**config.mk**
```make
export PLATFORM = sky130hd
export DESIGN_NAME = ccsr_bank
export DESIGN_NICKNAME = d
export VERILOG_FILES = /design/src/logic/ccsr_bank.v
export VERILOG_INCLUDE_DIRS = /design/src /design/src/logic
export SDC_FILE = /design/constraint.sdc
export NUM_CORES = 1
export LEC_CHECK = 0
export BUFFER_PORTS_ARGS = -buffer_cell sky130_fd_sc_hd__buf_2
export CORE_ASPECT_RATIO = 0.9
export CORE_UTILIZATION = 59
export CTS_BUF_LIST = sky130_fd_sc_hd__clkbuf_8
export DETAILED_ROUTE_END_ITERATION = 8
export PLACE_DENSITY = 0.86
export SLEW_MARGIN = 25
export SYNTH_ARGS = -nofsm -noshare
export SYNTH_HDL_FRONTEND = slang
export SYNTH_SLANG_ARGS = --single-unit
```
**constraint.sdc**
```tcl
create_clock -name mclk_i -period 2.4 [get_ports mclk_i]
set_clock_uncertainty 0.2 [all_clocks]
set_input_delay 0.48 -clock mclk_i [delete_from_list [all_inputs] [get_ports mclk_i]]
set_output_delay 0.48 -clock mclk_i [all_outputs]
set_load 0.01 [all_outputs]
```
**src/logic/ccsr_bank_regs.vh**
```
// Purpose: Constants for the core control/status register bank.
// Assumes: 12-bit register numbers and 32-bit data.
// Notes:   Definitions only.
`ifndef CCSR_BANK_REGS_VH
`define CCSR_BANK_REGS_VH

// ***************************************************************
// Register numbers
// ***************************************************************
`define CCSR_A_ISA          12'h301
`define CCSR_A_IRQ_EN       12'h304
`define CCSR_A_CAUSE        12'h342
`define CCSR_A_IRQ_PEND     12'h344
`define CCSR_A_REGION_ACC   12'h7c0
`define CCSR_A_PAUSE_CTL    12'h7c2
`define CCSR_A_MEM_SYNC     12'h7c4
`define CCSR_A_POWER_CTL    12'h7c6
`define CCSR_A_IC_SELECT    12'h7c8
`define CCSR_A_IC_DATA_LO   12'h7c9
`define CCSR_A_IC_DATA_HI   12'h7ca
`define CCSR_A_IC_TRIGGER   12'h7cb
`define CCSR_A_PERF_GROUP   12'h7d0
`define CCSR_A_IC_ERR_CNT   12'h7f0
`define CCSR_A_IM_ERR_CNT   12'h7f1
`define CCSR_A_DM_ERR_CNT   12'h7f2
`define CCSR_A_CLK_GATE     12'h7f8
`define CCSR_A_FEAT_DIS     12'h7f9
`define CCSR_A_BERR_UNLOCK  12'hbc0
`define CCSR_A_XI_VTABLE    12'hbc8
`define CCSR_A_XI_THRESH    12'hbc9
`define CCSR_A_XI_CAPTURE   12'hbca
`define CCSR_A_XI_CLAIM_PL  12'hbcb
`define CCSR_A_XI_CUR_PL    12'hbcc
`define CCSR_A_VENDOR       12'hf11
`define CCSR_A_ARCH         12'hf12
`define CCSR_A_IMPL         12'hf13
`define CCSR_A_HART         12'hf14
`define CCSR_A_BERR_ADDR    12'hfc0
`define CCSR_A_XI_HANDLER   12'hfc8

// ***************************************************************
// Field layouts, masks and reset values
// ***************************************************************
`define CCSR_CG_MASK        32'h0000_01ff
`define CCSR_CG_RESET       32'h0000_0000
`define CCSR_FD_MASK        32'h0007_05fd
`define CCSR_FD_RESET       32'h0007_0000
`define CCSR_FD_QOS_HI      18
`define CCSR_FD_QOS_LO      16
`define CCSR_IE_MASK        32'h4000_0888
`define CCSR_IP_MASK        32'h4000_0880
`define CCSR_BIT_CE         30
`define CCSR_BIT_EXT        11
`define CCSR_BIT_TMR        7
`define CCSR_ISA_VALUE      32'h4000_1104
`define CCSR_HART_VALUE     32'h0000_0000
`define CCSR_SLOTS          18
`define CCSR_SLOT_NONE      5'h1f

// ***************************************************************
// Trap cause encodings
// ***************************************************************
`define CCSR_C_NMI_PIN      32'h0000_0000
`define CCSR_C_NMI_STORE    32'hf000_0000
`define CCSR_C_NMI_LOAD     32'hf000_0001
`define CCSR_C_IRQ_TMR      32'h8000_0007
`define CCSR_C_IRQ_EXT      32'h8000_000b
`define CCSR_C_IRQ_CE       32'h8000_001e
`define CCSR_C_EXC_IFAULT   32'h0000_0001
`define CCSR_C_EXC_ILLEGAL  32'h0000_0002
`define CCSR_C_EXC_BRK      32'h0000_0003
`define CCSR_C_EXC_LMIS     32'h0000_0004
`define CCSR_C_EXC_LFAULT   32'h0000_0005
`define CCSR_C_EXC_SMIS     32'h0000_0006
`define CCSR_C_EXC_SFAULT   32'h0000_0007
`define CCSR_C_EXC_ECALL    32'h0000_000b

`endif

```
**src/logic/ccsr_bank.v**
```verilog
// Purpose: Machine-mode control/status register bank of a 32-bit core.
// Assumes: One core clock; all inputs synchronous to it.
// Notes:   Accesses answer one cycle after the request.
// Contract
// - Nine clock gating override bits, 1 keeps running.
// - Override bits reset to zero.
// - Reserved and unused bits read zero.
// - Read/write registers accept anything, read legal.
// - Enables at bits 30, 11, 7, 3.
// - Software enable stored but has no effect.
// - Read-only pending bits 30, 11, 7, reset zero.
// - No supervisor or user enable/pending bits.
// - Trap cause holds only legal encodings.
// - Exception causes 1-7 and 11, top clear.
// - Interrupt causes 7, 11, 30 with bit 31.
// - NMI causes zero, f0000000, f0000001.
// - Reserved cause values never produced.
// - ISA register constant, writes ignored.
// - Identity registers read-only constants, thread zero.
// - Sync trigger and cache access debug-only.
// - Bus error address and handler pointer read-only.
// - Decode region, pause, power, perf, error counters.
// - Decode unlock and external interrupt registers.
// - Debug-only access outside debug mode is illegal.
// - DMA QoS field 18:16 resets to seven.
`timescale 1ns/1ps
`default_nettype none
`include "ccsr_bank_regs.vh"

module ccsr_bank #(
   parameter [31:0] VENDOR_ID = 32'h0000_0a5a, // Arbitrary value.
   parameter [31:0] ARCH_ID   = 32'h0000_00c3, // Arbitrary value.
   parameter [31:0] IMPL_ID   = 32'h0000_0002  // Arbitrary value.
) (
   input  wire        mclk_i,
   input  wire        rst_b_i,
   input  wire        csr_req_i,
   input  wire        csr_we_i,
   input  wire [11:0] csr_addr_i,
   input  wire [31:0] csr_wdata_i,
   input  wire        debug_mode_i,
   output reg         csr_ack_o,
   output reg  [31:0] csr_rdata_o,
   output reg         csr_illegal_o,
   input  wire        timer_irq_i,
   input  wire        ext_irq_i,
   input  wire        ce_irq_i,
   output wire        irq_req_o,
   input  wire        irq_take_i,
   input  wire        exc_valid_i,
   input  wire [3:0]  exc_code_i,
   input  wire        nmi_pin_i,
   input  wire        nmi_store_err_i,
   input  wire        nmi_load_err_i,
   input  wire [31:0] bus_err_addr_i,
   input  wire [31:0] irq_handler_ptr_i,
   output wire [8:0]  clk_gate_override_o,
   output wire [31:0] feature_disable_o,
   output wire [2:0]  dma_qos_o
);

   // ***************************************************************
   // Decode helpers
   // ***************************************************************

   // Slot in the plain storage array for the pass-through registers.
   function [4:0] csr_slot;
      input [11:0] a;
      begin
         case (a)
            `CCSR_A_REGION_ACC:  csr_slot = 5'd0;
            `CCSR_A_PAUSE_CTL:   csr_slot = 5'd1;
            `CCSR_A_MEM_SYNC:    csr_slot = 5'd2;
            `CCSR_A_POWER_CTL:   csr_slot = 5'd3;
            `CCSR_A_IC_SELECT:   csr_slot = 5'd4;
            `CCSR_A_IC_DATA_LO:  csr_slot = 5'd5;
            `CCSR_A_IC_DATA_HI:  csr_slot = 5'd6;
            `CCSR_A_IC_TRIGGER:  csr_slot = 5'd7;
            `CCSR_A_PERF_GROUP:  csr_slot = 5'd8;
            `CCSR_A_IC_ERR_CNT:  csr_slot = 5'd9;
            `CCSR_A_IM_ERR_CNT:  csr_slot = 5'd10;
            `CCSR_A_DM_ERR_CNT:  csr_slot = 5'd11;
            `CCSR_A_BERR_UNLOCK: csr_slot = 5'd12;
            `CCSR_A_XI_VTABLE:   csr_slot = 5'd13;
            `CCSR_A_XI_THRESH:   csr_slot = 5'd14;
            `CCSR_A_XI_CAPTURE:  csr_slot = 5'd15;
            `CCSR_A_XI_CLAIM_PL: csr_slot = 5'd16;
            `CCSR_A_XI_CUR_PL:   csr_slot = 5'd17;
            default:             csr_slot = `CCSR_SLOT_NONE;
         endcase
      end
   endfunction

   // Only the defined encodings may ever sit in the cause register.
   function cause_legal;
      input [31:0] v;
      begin
         case (v)
            `CCSR_C_NMI_PIN, `CCSR_C_NMI_STORE, `CCSR_C_NMI_LOAD,
            `CCSR_C_IRQ_TMR, `CCSR_C_IRQ_EXT, `CCSR_C_IRQ_CE,
            `CCSR_C_EXC_IFAULT, `CCSR_C_EXC_ILLEGAL, `CCSR_C_EXC_BRK,
            `CCSR_C_EXC_LMIS, `CCSR_C_EXC_LFAULT, `CCSR_C_EXC_SMIS,
            `CCSR_C_EXC_SFAULT, `CCSR_C_EXC_ECALL:
               cause_legal = 1'b1;
            default:
               cause_legal = 1'b0;
         endcase
      end
   endfunction

   // ***************************************************************
   // State
   // ***************************************************************
   reg [31:0] clk_gate_reg;
   reg [31:0] feat_dis_reg;
   reg [31:0] irq_en_reg;
   reg [31:0] irq_pend_reg;
   reg [31:0] cause_reg;
   reg [31:0] cause_next;
   reg [31:0] store_mem [0:`CCSR_SLOTS-1];

   reg [31:0] rd_val;
   reg        acc_bad;
   reg        wr_ok;
   wire [4:0] slot = csr_slot(csr_addr_i);
   wire       wr_req = csr_req_i & csr_we_i;

   // ***************************************************************
   // Access decode
   // ***************************************************************

   // The debug-only group shares one check so that a machine-mode access
   // never reaches the storage and is reported instead.
   wire dbg_only = (csr_addr_i == `CCSR_A_MEM_SYNC) |
                   (csr_addr_i >= `CCSR_A_IC_SELECT &&
                    csr_addr_i <= `CCSR_A_IC_TRIGGER);

   always @* begin
      rd_val  = 32'h0000_0000;
      acc_bad = 1'b0;
      case (csr_addr_i)
         `CCSR_A_ISA:       rd_val = `CCSR_ISA_VALUE;
         `CCSR_A_IRQ_EN:    rd_val = irq_en_reg & `CCSR_IE_MASK;
         `CCSR_A_CAUSE:     rd_val = cause_reg;
         `CCSR_A_IRQ_PEND: begin
            rd_val  = irq_pend_reg & `CCSR_IP_MASK;
            acc_bad = csr_we_i;
         end
         `CCSR_A_CLK_GATE:  rd_val = clk_gate_reg & `CCSR_CG_MASK;
         `CCSR_A_FEAT_DIS:  rd_val = feat_dis_reg & `CCSR_FD_MASK;
         `CCSR_A_VENDOR: begin
            rd_val  = VENDOR_ID;
            acc_bad = csr_we_i;
         end
         `CCSR_A_ARCH: begin
            rd_val  = ARCH_ID;
            acc_bad = csr_we_i;
         end
         `CCSR_A_IMPL: begin
            rd_val  = IMPL_ID;
            acc_bad = csr_we_i;
         end
         `CCSR_A_HART: begin
            rd_val  = `CCSR_HART_VALUE;
            acc_bad = csr_we_i;
         end
         `CCSR_A_BERR_ADDR: begin
            rd_val  = bus_err_addr_i;
            acc_bad = csr_we_i;
         end
         `CCSR_A_XI_HANDLER: begin
            rd_val  = irq_handler_ptr_i;
            acc_bad = csr_we_i;
         end
         default: begin
            if (slot == `CCSR_SLOT_NONE) begin
               acc_bad = 1'b1;
            end else if (dbg_only && !debug_mode_i) begin
               acc_bad = 1'b1;
            end else if (csr_addr_i == `CCSR_A_IC_TRIGGER) begin
               rd_val = 32'h0000_0000;
            end else begin
               rd_val = store_mem[slot];
            end
         end
      endcase
      wr_ok = wr_req & ~acc_bad;
   end

   // ***************************************************************
   // Answer to the pipeline
   // ***************************************************************
   always @(posedge mclk_i or negedge rst_b_i) begin
      if (!rst_b_i) begin
         csr_ack_o     <= 1'b0;
         csr_rdata_o   <= 32'h0000_0000;
         csr_illegal_o <= 1'b0;
      end else begin
         csr_ack_o     <= csr_req_i;
         csr_illegal_o <= csr_req_i & acc_bad;
         if (csr_req_i) begin
            csr_rdata_o <= acc_bad ? 32'h0000_0000 : rd_val;
         end
      end
   end

   // ***************************************************************
   // Control registers
   // ***************************************************************
   always @(posedge mclk_i or negedge rst_b_i) begin
      if (!rst_b_i) begin
         clk_gate_reg <= `CCSR_CG_RESET;
         feat_dis_reg <= `CCSR_FD_RESET;
         irq_en_reg   <= 32'h0000_0000;
      end else if (wr_ok) begin
         // Unimplemented bits are dropped at the write so nothing
         // illegal is ever held.
         case (csr_addr_i)
            `CCSR_A_CLK_GATE: clk_gate_reg <= csr_wdata_i & `CCSR_CG_MASK;
            `CCSR_A_FEAT_DIS: feat_dis_reg <= csr_wdata_i & `CCSR_FD_MASK;
            `CCSR_A_IRQ_EN:   irq_en_reg <= csr_wdata_i & `CCSR_IE_MASK;
            default: begin
            end
         endcase
      end
   end

   // Plain storage words for registers whose owning units live elsewhere.
   genvar gi;
   generate
      for (gi = 0; gi < `CCSR_SLOTS; gi = gi + 1) begin : g_store
         always @(posedge mclk_i or negedge rst_b_i) begin
            if (!rst_b_i) begin
               store_mem[gi] <= 32'h0000_0000;
            end else if (wr_ok && slot == gi[4:0]) begin
               store_mem[gi] <= csr_wdata_i;
            end
         end
      end
   endgenerate

   // ***************************************************************
   // Interrupt pending and request
   // ***************************************************************
   always @(posedge mclk_i or negedge rst_b_i) begin
      if (!rst_b_i) begin
         irq_pend_reg <= 32'h0000_0000;
      end else begin
         irq_pend_reg <= 32'h0000_0000;
         irq_pend_reg[`CCSR_BIT_CE]  <= ce_irq_i;
         irq_pend_reg[`CCSR_BIT_EXT] <= ext_irq_i;
         irq_pend_reg[`CCSR_BIT_TMR] <= timer_irq_i;
      end
   end

   // The software enable is left out: its request is always zero.
   wire [31:0] irq_live = irq_pend_reg & irq_en_reg & `CCSR_IP_MASK;
   assign irq_req_o = |irq_live;

   // ***************************************************************
   // Trap cause
   // ***************************************************************

   // NMIs win over exceptions, exceptions over interrupt entry; among
   // interrupts external beats correctable error, which beats timer.
   always @* begin
      cause_next = cause_reg;
      if (nmi_pin_i) begin
         cause_next = `CCSR_C_NMI_PIN;
      end else if (nmi_store_err_i) begin
         cause_next = `CCSR_C_NMI_STORE;
      end else if (nmi_load_err_i) begin
         cause_next = `CCSR_C_NMI_LOAD;
      end else if (exc_valid_i && cause_legal({28'h0000_000, exc_code_i})) begin
         cause_next = {28'h0000_000, exc_code_i};
      end else if (irq_take_i && irq_live[`CCSR_BIT_EXT]) begin
         cause_next = `CCSR_C_IRQ_EXT;
      end else if (irq_take_i && irq_live[`CCSR_BIT_CE]) begin
         cause_next = `CCSR_C_IRQ_CE;
      end else if (irq_take_i && irq_live[`CCSR_BIT_TMR]) begin
         cause_next = `CCSR_C_IRQ_TMR;
      end else if (wr_ok && csr_addr_i == `CCSR_A_CAUSE &&
                   cause_legal(csr_wdata_i)) begin
         cause_next = csr_wdata_i;
      end
   end

   always @(posedge mclk_i or negedge rst_b_i) begin
      if (!rst_b_i) begin
         cause_reg <= `CCSR_C_NMI_PIN;
      end else begin
         cause_reg <= cause_next;
      end
   end

   // ***************************************************************
   // Outputs to the core units
   // ***************************************************************
   assign clk_gate_override_o = clk_gate_reg[8:0];
   assign feature_disable_o   = feat_dis_reg;
   assign dma_qos_o           = feat_dis_reg[`CCSR_FD_QOS_HI:`CCSR_FD_QOS_LO];

endmodule

`default_nettype wire

```
==> flow_results.xml, run 1 <==
<?xml version="1.0" encoding="UTF-8"?>
<metrics>
  <group name="run_status">
    <metric name="outcome" unit="">did not finish</metric>
    <metric name="last-stage-reached" unit="">global routing (5_1_grt)</metric>
    <metric name="run.stop_error" unit="">[ERROR GRT-0232] Routing congestion too high. Check the congestion heatmap in the GUI.</metric>
  </group>
  <group name="floorplanning">
    <metric name="start_util" unit="%">60.3</metric>
    <metric name="die_w" unit="um">242</metric>
    <metric name="io-pin-count" unit="">204</metric>
    <metric name="die-height" unit="um">218</metric>
    <metric name="rows" unit="">78</metric>
  </group>
  <group name="yosys">
    <metric name="seq_total_area_yosys" unit="%">53.6</metric>
    <metric name="synth_area" unit="mm^2">0.0306</metric>
    <metric name="compound_gate_portion_of_the_synthesized_area" unit="%">11.6</metric>
    <metric name="synth_enable_flop_cells" unit="">0</metric>
    <metric name="synthDistinctLibCells" unit="">86</metric>
    <metric name="synth_top_family_by_area" unit="">multiplexers</metric>
    <metric name="post_synth_xor_area_fraction" unit="%">0.0573</metric>
    <metric name="syn-instance-count" unit="">2490</metric>
    <metric name="multiplexer_share_of_the_synthesized_area" unit="%">22.2</metric>
    <metric name="ys_async_sr_fraction" unit="%">100</metric>
    <metric name="synth_simple_gate_area_share" unit="%">8.32</metric>
    <metric name="synth_fa_ha_area_share" unit="%">0.0327</metric>
    <metric name="yosys_warnings" unit="">0</metric>
    <metric name="syn-mean-instance-area" unit="um^2">12.3</metric>
    <metric name="synth_top_flop_cell" unit="">dfrtp_1</metric>
    <metric name="yosys_register_bits" unit="">655</metric>
  </group>
  <group name="cts">
    <metric name="clock_tree.root_cell" unit="">clkbuf_8</metric>
    <metric name="cts.sinks" unit="">655</metric>
    <metric name="clock_path_buffers" unit="">3</metric>
    <metric name="htreeDepth" unit="">3</metric>
    <metric name="cts_made_buffers" unit="">101</metric>
  </group>
  <group name="global_route">
    <metric name="grt_overall_usage" unit="%">82.4</metric>
    <metric name="antenna_found_initial" unit="">30</metric>
    <metric name="grt_overflow" unit="">139</metric>
    <metric name="pin_count_of_the_biggest_net_entering_global_routing" unit="">80</metric>
  </group>
  <group name="placed_design">
    <metric name="place.detailed.hpwl" unit="um">76300</metric>
    <metric name="place_congestion" unit="">0.998</metric>
    <metric name="numPortBuffers" unit="">183</metric>
  </group>
  <group name="sta">
    <metric name="worst-endpoint-pin-kind" unit="">sequential cell input</metric>
    <metric name="repair-timing-grt-worst-ep" unit="">csr_rdata_o[14]$_DFFE_PN0P_/D</metric>
  </group>
</metrics>
## Yosys cell counts (36+ instances only)
library cell | instances | area (um^2)
a21oi_1 | 37 | 185
nand2_1 | 80 | 300
mux2_1 | 36 | 405
buf_2 | 82 | 410
mux2_2 | 568 | 6400
dfrtp_1 | 652 | 16300
clkbuf_1 | 110 | 413
o22ai_1 | 122 | 763
o21ai_0 | 60 | 300
nor2_1 | 122 | 458
nor3_1 | 62 | 310
buf_4 | 37 | 278
## logic make-up after synthesis
family / Yosys count
DFF: 655
other: 1
buffers and inverters: 270
and+or+nand+nor: 470
xor gates and xnor gates: 2
muxes: 604
adders and majority gates: 1
AOI/OAI and AO/OA: 487
## layer usage
| metal | GRT overflow | GRT usage [%] |
|---|---|---|
| met3 | 2 | 73.2 |
| met1 | 4 | 81.3 |
| met2 | 64 | 94.3 |
| met5 | 1 | 56.6 |
| met4 | 68 | 81.0 |
## per-stage QoR
stage | worst slack [ns] | cells | util, % | TNS [ns] | cell area, um^2
3_5_place_dp | -1.91 | 3537 | 69.8 | -801.20 | 35400
2_1_floorplan | -0.944 | 2509 | - | -486.33 | 30900
4_1_cts | -0.450 | 3908 | 82.9 | -210.94 | 42100
3_3_place_gp | -1.71 | 3537 | 69.8 | -770.44 | 35400
## what timing repair did
item                                    CTS
gates resized for setup                 543
hold buffers                             29
hold endpoints to repair                487
buffers inserted                        141
gates cloned                             33
endpoints found under the setup margin  650
pin swaps                               106
==> inputs of run 2 (changes only) <==
--- a/config.mk
+++ b/config.mk
@@ -7,11 +7,9 @@
 export NUM_CORES = 1
 export LEC_CHECK = 0
 export BUFFER_PORTS_ARGS = -buffer_cell sky130_fd_sc_hd__buf_2
-export CORE_ASPECT_RATIO = 0.9
-export CORE_UTILIZATION = 59
-export CTS_BUF_LIST = sky130_fd_sc_hd__clkbuf_8
+export CORE_UTILIZATION = 40
 export DETAILED_ROUTE_END_ITERATION = 8
-export PLACE_DENSITY = 0.86
+export PLACE_DENSITY_LB_ADDON = 0.15
 export SLEW_MARGIN = 25
 export SYNTH_ARGS = -nofsm -noshare
 export SYNTH_HDL_FRONTEND = slang
==> flow_results.xml, run 2 <==
<?xml version="1.0" encoding="UTF-8"?>
<metrics>
  <group name="yosys">
    <metric name="synth_enable_flop_cells" unit="">0</metric>
    <metric name="syn-mean-instance-area" unit="um^2">12.3</metric>
    <metric name="ys_top_cells_by_count" unit="">dfrtp_1 (652), mux2_2 (568), nor2_1 (122), o22ai_1 (122), clkbuf_1 (110)</metric>
    <metric name="yosys_register_bits" unit="">655</metric>
    <metric name="synth_top_flop_cell" unit="">dfrtp_1</metric>
    <metric name="synthDominantCellAreaShare" unit="%">53.3</metric>
    <metric name="syn-instance-count" unit="">2490</metric>
    <metric name="synth.most_common_cell" unit="">dfrtp_1</metric>
    <metric name="yosys_warnings" unit="">0</metric>
    <metric name="post_synth_main_area_contributors" unit="">dfrtp_1 (53%), mux2_2 (21%), o22ai_1 (2.5%)</metric>
    <metric name="ys_async_sr_fraction" unit="%">100</metric>
    <metric name="yosysTopAreaCell" unit="">dfrtp_1</metric>
    <metric name="seq_total_area_yosys" unit="%">53.6</metric>
    <metric name="synth_area" unit="mm^2">0.0306</metric>
    <metric name="synthDistinctLibCells" unit="">86</metric>
  </group>
  <group name="global_route">
    <metric name="grt_overall_usage" unit="%">32.4</metric>
    <metric name="pin_count_of_the_biggest_net_entering_global_routing" unit="">114</metric>
    <metric name="number_of_global_route_vias_before_repair" unit="">25800</metric>
    <metric name="grt_overflow" unit="">0</metric>
    <metric name="wire_length_of_the_first_global_routing_pass" unit="um">183000</metric>
    <metric name="antenna_found_initial" unit="">2</metric>
  </group>
  <group name="placed_design">
    <metric name="place.detailed.hpwl" unit="um">82200</metric>
    <metric name="place_congestion" unit="">0.896</metric>
    <metric name="placed_cells_incl_taps" unit="">3858</metric>
    <metric name="numPortBuffers" unit="">183</metric>
    <metric name="placed_area" unit="mm^2">0.0360</metric>
  </group>
  <group name="cts">
    <metric name="clkSlewWorstSetupHoldPaths" unit="ns">0.06</metric>
    <metric name="clk_latency" unit="ns">0.64</metric>
    <metric name="cts.sinks" unit="">655</metric>
    <metric name="htreeDepth" unit="">3</metric>
    <metric name="clock_tree.root_cell" unit="">clkbuf_16</metric>
    <metric name="clock_path_buffers" unit="">3</metric>
    <metric name="tritoncts_clock_tree" unit="">done</metric>
    <metric name="cts_made_buffers" unit="">76</metric>
  </group>
  <group name="sta">
    <metric name="timing.final.crit_period" unit="ns">3.06</metric>
    <metric name="tightest_slew" unit="ns">0.938</metric>
    <metric name="hold_ws" unit="ns">0.0354</metric>
    <metric name="final.setup.worst_slack" unit="ns">-0.665</metric>
    <metric name="final-hold-violation-count" unit="">0</metric>
    <metric name="max-slew-margin-rel" unit="%">37.3</metric>
    <metric name="setup_viol" unit="">650</metric>
    <metric name="grt_setup_unrepaired" unit="">yes</metric>
    <metric name="max_freq" unit="GHz">0.326</metric>
    <metric name="layout_worst_path_cycle_share" unit="%">128</metric>
    <metric name="report.final.slew_viol_count" unit="">0</metric>
  </group>
  <group name="worst_hold_path">
    <metric name="holdCritPathClass" unit="">input pin to flip-flop</metric>
  </group>
  <group name="setup_path">
    <metric name="path_class" unit="">input pin to flip-flop</metric>
    <metric name="critical_path_peak_fanout" unit="">15</metric>
    <metric name="critical_path.cell_chain" unit="">buf_4 -&gt; buf_4 -&gt; nor4b_4 -&gt; buf_4 -&gt; nand3_1 -&gt; a21oi_2 -&gt; or4_4 -&gt; o2111ai_4 -&gt; buf_12 -&gt; buf_4 -&gt; nor3_4 -&gt; buf_6 -&gt; buf_12 -&gt; mux2_4</metric>
    <metric name="end_kind" unit="">flip-flop</metric>
    <metric name="critPathArrivalTime" unit="ns">3.38</metric>
    <metric name="crit_slowest_cell" unit="">nor4b_4</metric>
    <metric name="worst-endpoint-required" unit="ns">2.71</metric>
    <metric name="crit_path_frequent_cell" unit="">buf_4</metric>
    <metric name="slowest_delay" unit="ns">0.34</metric>
    <metric name="timing.critical_path.from_type" unit="">input pin</metric>
  </group>
  <group name="finish">
    <metric name="final.fill_count" unit="">6180</metric>
    <metric name="final_cells" unit="">4168</metric>
    <metric name="drive_above_1_share" unit="%">52.6</metric>
    <metric name="layout_commonest_cell" unit="">dfrtp_1</metric>
    <metric name="final_cell_mix" unit="">dfrtp_1 (652), buf_4 (416), mux2_4 (303)</metric>
    <metric name="synthToLayoutAreaGrowth" unit="%">41.7</metric>
    <metric name="multiInputGateArea" unit="mm^2">0.0152</metric>
    <metric name="post-route-cell-area" unit="mm^2">0.0433</metric>
    <metric name="register_area" unit="mm^2">0.0164</metric>
    <metric name="max_reg_flops" unit="">561</metric>
    <metric name="design.final.nets" unit="">3256</metric>
  </group>
  <group name="power_and_ir_drop">
    <metric name="total_leakage_power" unit="nW">20.7</metric>
    <metric name="powerDensity" unit="mW/mm^2">556</metric>
    <metric name="ir_worst_vdd" unit="uV">452</metric>
  </group>
  <group name="floorplanning">
    <metric name="die_w" unit="um">279</metric>
    <metric name="floorplan.core_area" unit="mm^2">0.0758</metric>
    <metric name="design.die.area" unit="mm^2">0.0776</metric>
    <metric name="die-height" unit="um">279</metric>
    <metric name="io-pin-count" unit="">204</metric>
    <metric name="start_util" unit="%">40.3</metric>
    <metric name="rows" unit="">101</metric>
  </group>
  <group name="detailed_routing">
    <metric name="drt.antenna.violating_nets" unit="">0</metric>
    <metric name="drtPass1Iterations" unit="">6</metric>
    <metric name="drt_iter0_drc" unit="">2362</metric>
    <metric name="route.final.wire_length" unit="um">132000</metric>
    <metric name="vias_per_cell" unit="">6.12</metric>
    <metric name="vias" unit="">25500</metric>
    <metric name="remaining_drc_errors" unit="">0</metric>
    <metric name="post_drt_wl_per_cell" unit="um">31.7</metric>
  </group>
  <group name="run_status">
    <metric name="outcome" unit="">finished with violations</metric>
    <metric name="violations_in_the_final_reports" unit="">negative setup slack</metric>
  </group>
  <group name="flow_run">
    <metric name="cap_violations" unit="">0</metric>
  </group>
</metrics>
[run 2: worst paths after layout]
path / startpoint / end / slack [ns] / cells past startpoint
worst max-delay path: csr_addr_i[3] / store_mem[373] / -0.66 / 14
worst min register to register: csr_rdata_o[31] / csr_rdata_o[31] / 0.28 / 2
worst min-delay path: csr_req_i / csr_ack_o / 0.04 / 2
worst max register to register: irq_pend_reg[30] / cause_reg[31] / 0.23 / 7
max in group asynchronous: rst_b_i / store_mem[374] / 0.93 / 3
min in group asynchronous: rst_b_i / csr_rdata_o[4] / 0.11 / 2
[run 2: cell families (layout without fill, tap and decap cells)]
logic type	count (synthesis)	after routing	synth area share (%)
flip-flops	655	655	53.6
multiplexers	604	604	22.2
AO/OA/AOI/OAI	487	487	11.6
AND/OR/NAND/NOR	470	471	8.32
buffers and inverters	270	949	4.13
XOR/XNOR	2	2	0.0573
adder cells (fa/ha/maj)	1	1	0.0327
other	1	21	0.0123
[run 2: final cells by class]
type                    instances  share of cell area [%]
diodes                          1                 0.00577
clock buffers                 116                    5.39
clock inverters                20                   0.494
inverters                      11                  0.0953
multi-input cells            1585                    35.0
flip-flops and latches        655                    37.8
well taps                     978                    2.82
repair buffers                802                    18.3
[run 2: metrics by stage]
stage | total power [mW] | setup slack [ns] | util, % | TNS [ns]
after floorplan | 11.6 | -0.944 | - | -486.33
after global placement | 12.3 | -1.69 | 47.5 | -920.72
after CTS | 24.2 | -0.556 | 55.1 | -291.75
after detailed placement | 12.3 | -1.65 | 47.5 | -931.00
final | 24.1 | -0.665 | 57.2 | -332.08
after global routing | 24.8 | -0.723 | 57.2 | -365.78
[run 2: what timing repair did]
action	in CTS	in global routing
pin swaps	58	36
setup endpoints to repair	651	650
hold buffers	4	0
hold endpoints to repair	275	0
resized for setup	359	241
setup buffers	109	27
gates cloned	24	20
[run 2: critical path: cells and delay by family]
kind / cells / cell delay (ns)
mux: 1 / 0.32
buf+inv: 7 / 1.28
simple gates: 4 / 0.86
compound gates: 2 / 0.38
[run 2: where the power goes]
part	switching (mW)	total [mW]	internal (mW)	leakage (nW)
Combinational	0.752	1.15	0.398	10.3
Sequential	0.0126	11.1	11.1	9.12
Clock	4.83	11.9	7.05	1.26
[run 2: routing by layer]
layer | vias up | wire length (um) | global-route usage (%)
li1 | 10600 | - | -
met1 | 13400 | 54500 | 44.0
met2 | 1250 | 58800 | 50.0
met3 | 331 | 11700 | 6.92
met4 | 4 | 7180 | 14.2
met5 | - | 21 | 0
Note: power is estimated with default switching activity, not from simulation.
==> inputs of run 3 (changes only) <==
--- a/config.mk
+++ b/config.mk
@@ -6,9 +6,11 @@
 export SDC_FILE = /design/constraint.sdc
 export NUM_CORES = 1
 export LEC_CHECK = 0
+export ABC_AREA = 1
 export BUFFER_PORTS_ARGS = -buffer_cell sky130_fd_sc_hd__buf_2
 export CORE_UTILIZATION = 40
 export DETAILED_ROUTE_END_ITERATION = 8
+export HOLD_SLACK_MARGIN = 0.1
 export PLACE_DENSITY_LB_ADDON = 0.15
 export SLEW_MARGIN = 25
 export SYNTH_ARGS = -nofsm -noshare
==> flow_results.xml, run 3 <==
<?xml version="1.0" encoding="UTF-8"?>
<metrics>
  <group name="placed_design">
    <metric name="numPortBuffers" unit="">183</metric>
    <metric name="detailedPlace.worstSlack" unit="ns">-1.64</metric>
    <metric name="place_congestion" unit="">0.928</metric>
    <metric name="place.detailed.hpwl" unit="um">83000</metric>
    <metric name="placed_area" unit="mm^2">0.0401</metric>
  </group>
  <group name="finish">
    <metric name="layout.core_utilization" unit="%">55.2</metric>
    <metric name="final_cell_mix" unit="">nand2_1 (1843), dfrtp_1 (667), o21ai_1 (470)</metric>
    <metric name="synthToLayoutAreaGrowth" unit="%">36.0</metric>
    <metric name="layout_commonest_cell" unit="">nand2_1</metric>
    <metric name="drive_above_1_share" unit="%">22.9</metric>
    <metric name="max_reg_flops" unit="">576</metric>
    <metric name="design.final.nets" unit="">5364</metric>
    <metric name="final.fill_count" unit="">7928</metric>
    <metric name="post-route-cell-area" unit="mm^2">0.0472</metric>
  </group>
  <group name="setup_path">
    <metric name="end_kind" unit="">flip-flop</metric>
    <metric name="rr_startpoint" unit="">irq_en_reg[7]</metric>
    <metric name="startpoint" unit="">csr_addr_i[6]</metric>
    <metric name="critPathArrivalTime" unit="ns">3.03</metric>
    <metric name="worst-endpoint-required" unit="ns">2.68</metric>
    <metric name="timing.critical_path.from_type" unit="">input pin</metric>
    <metric name="path_class" unit="">input pin to flip-flop</metric>
    <metric name="critical_path_peak_fanout" unit="">38</metric>
  </group>
  <group name="global_route">
    <metric name="number_of_global_route_vias_before_repair" unit="">31500</metric>
    <metric name="antenna_found_initial" unit="">1</metric>
    <metric name="grt_overflow" unit="">0</metric>
    <metric name="wire_length_of_the_first_global_routing_pass" unit="um">203000</metric>
    <metric name="pin_count_of_the_biggest_net_entering_global_routing" unit="">65</metric>
    <metric name="grt_overall_usage" unit="%">30.8</metric>
  </group>
  <group name="cts">
    <metric name="clock_tree.root_cell" unit="">clkbuf_16</metric>
    <metric name="clk_latency" unit="ns">0.65</metric>
    <metric name="cts_made_buffers" unit="">75</metric>
    <metric name="cts.sinks" unit="">670</metric>
    <metric name="htreeDepth" unit="">3</metric>
    <metric name="clkSlewWorstSetupHoldPaths" unit="ns">0.06</metric>
    <metric name="tritoncts_clock_tree" unit="">done</metric>
    <metric name="clock_path_buffers" unit="">3</metric>
  </group>
  <group name="yosys">
    <metric name="synth_top_flop_cell" unit="">dfrtp_1</metric>
    <metric name="ys_async_sr_fraction" unit="%">100</metric>
    <metric name="post_synth_main_area_contributors" unit="">dfrtp_1 (48%), nand2_1 (22%), o21ai_1 (7.5%)</metric>
    <metric name="synthDistinctLibCells" unit="">44</metric>
    <metric name="syn-instance-count" unit="">4719</metric>
    <metric name="synth_area" unit="mm^2">0.0347</metric>
    <metric name="yosys_register_bits" unit="">670</metric>
    <metric name="yosysTopAreaCell" unit="">dfrtp_1</metric>
    <metric name="syn-mean-instance-area" unit="um^2">7.36</metric>
    <metric name="synthDominantCellAreaShare" unit="%">48.1</metric>
    <metric name="synth_enable_flop_cells" unit="">0</metric>
    <metric name="synth.most_common_cell" unit="">nand2_1</metric>
    <metric name="seq_total_area_yosys" unit="%">48.3</metric>
    <metric name="yosys_warnings" unit="">0</metric>
    <metric name="ys_top_cells_by_count" unit="">nand2_1 (2000), dfrtp_1 (667), o21ai_1 (523)</metric>
  </group>
  <group name="power_and_ir_drop">
    <metric name="total_leakage_power" unit="nW">23.6</metric>
    <metric name="ir_worst_vdd" unit="uV">540</metric>
    <metric name="powerDensity" unit="mW/mm^2">520</metric>
  </group>
  <group name="detailed_routing">
    <metric name="vias" unit="">34600</metric>
    <metric name="route.final.wire_length" unit="um">149000</metric>
    <metric name="vias_per_cell" unit="">5.37</metric>
    <metric name="remaining_drc_errors" unit="">0</metric>
    <metric name="drt_iter0_drc" unit="">3857</metric>
    <metric name="post_drt_wl_per_cell" unit="um">23.1</metric>
    <metric name="drtPass1Iterations" unit="">6</metric>
    <metric name="drt.antenna.violating_nets" unit="">0</metric>
  </group>
  <group name="worst_hold_path">
    <metric name="holdCritPathClass" unit="">input pin to flip-flop</metric>
    <metric name="worst_hold_startpoint" unit="">bus_err_addr_i[23]</metric>
  </group>
  <group name="sta">
    <metric name="timing.final.crit_period" unit="ns">2.75</metric>
    <metric name="layout_worst_path_cycle_share" unit="%">114</metric>
    <metric name="max-slew-margin-rel" unit="%">47.0</metric>
    <metric name="final-hold-violation-count" unit="">0</metric>
    <metric name="setup_viol" unit="">635</metric>
    <metric name="max_freq" unit="GHz">0.364</metric>
    <metric name="tightest_slew" unit="ns">0.795</metric>
    <metric name="final.setup.worst_slack" unit="ns">-0.347</metric>
    <metric name="report.final.slew_viol_count" unit="">0</metric>
    <metric name="setup_total_negative_slack" unit="ns">-113.62</metric>
    <metric name="grt_setup_unrepaired" unit="">yes</metric>
  </group>
  <group name="run_status">
    <metric name="outcome" unit="">finished with violations</metric>
    <metric name="violations_in_the_final_reports" unit="">negative setup slack</metric>
  </group>
  <group name="floorplanning">
    <metric name="rows" unit="">107</metric>
    <metric name="io-pin-count" unit="">204</metric>
    <metric name="die_w" unit="um">297</metric>
    <metric name="floorplan.core_area" unit="mm^2">0.0855</metric>
    <metric name="design.die.area" unit="mm^2">0.0880</metric>
    <metric name="start_util" unit="%">40.6</metric>
    <metric name="die-height" unit="um">297</metric>
  </group>
  <group name="flow_run">
    <metric name="cap_violations" unit="">0</metric>
  </group>
</metrics>
## run 3: report_power, final
part | internal [mW] | switching (mW) | total (mW)
sequential | 11.3 | 0.00763 | 11.3
combinational | 0.434 | 0.878 | 1.31
clock | 6.84 | 5.10 | 11.9
## run 3: routing by layer
| metal | vias up | routed length [um] | share of wire (%) | track usage [%] |
|---|---|---|---|---|
| met2 | 1560 | 65900 | 44 | 48.4 |
| met4 | 0 | 6710 | 4.5 | 10.9 |
| met1 | 16800 | 63100 | 42 | 43.4 |
| li1 | 16000 | - | - | - |
| met5 | - | 0 | 0 | 0 |
| met3 | 313 | 13100 | 8.8 | 4.09 |
## run 3: cell type report
type | count | area, um^2 | area share, %
Antenna cell | 5 | 12.5 | 0.0265
Inverter | 434 | 1660 | 3.52
Timing Repair Buffer | 773 | 8530 | 18.1
Sequential cell | 670 | 16800 | 35.5
Multi-Input combinational cell | 3285 | 16300 | 34.5
Tap cell | 1144 | 1430 | 3.03
Clock buffer | 114 | 2240 | 4.75
Clock inverter | 23 | 279 | 0.591
## run 3: path summary, 6_finish.rpt
check,end,slack [ns],cells after the start
worst max-delay path,store_mem[172],-0.35,22
worst min-delay path,csr_rdata_o[23],0.11,5
worst max register to register,cause_reg[0],0.30,9
worst min register to register,csr_rdata_o[19],0.28,2
max in group asynchronous,store_mem[495],1.04,4
min in group asynchronous,store_mem[326],0.14,2
## run 3: timing repair
item / in CTS / in global routing
hold buffers: 23 / 0
buffers inserted: 58 / 34
hold endpoints to repair: 393 / 0
cloned: 20 / 49
setup endpoints to repair: 665 / 665
pin swaps: 53 / 58
gates resized for setup: 239 / 361
## run 3: kinds of logic (layout without fill, tap and decap cells)
family	Yosys count	after routing	share of synthesized area (%)
other	1	25	0.0108
DFF	670	670	48.3
and+or+nand+nor	2530	2531	31.5
AOI/OAI and AO/OA	734	734	11.2
buffers and inverters	784	1344	9.00
## run 3: worst max-delay path, stage by stage
cell,delay (ns)
buf_8,0.09
nand2_8,0.06
buf_8,0.13
nor2_4,0.24
nand2_1,0.11
nand2_1,0.11
nand2_2,0.07
nand2_2,0.08
nor2_4,0.05
nand2_8,0.09
buf_6,0.12
o21ai_4,0.05
a22oi_2,0.17
inv_2,0.07
nor2_4,0.14
buf_6,0.13
buf_12,0.11
buf_4,0.11
nand4_4,0.11
buf_12,0.21
nand2_1,0.12
o21ai_1,0.07
## run 3: per-stage QoR
stage,power (mW),hold WS (ns),cells
after global placement,12.7,0.203,6131
after detailed placement,12.7,0.205,6131
final,24.6,0.108,6448
after global routing,25.2,0.138,6443
after CTS,24.6,0.100,6366
after floorplan,11.9,-0.0156,4738
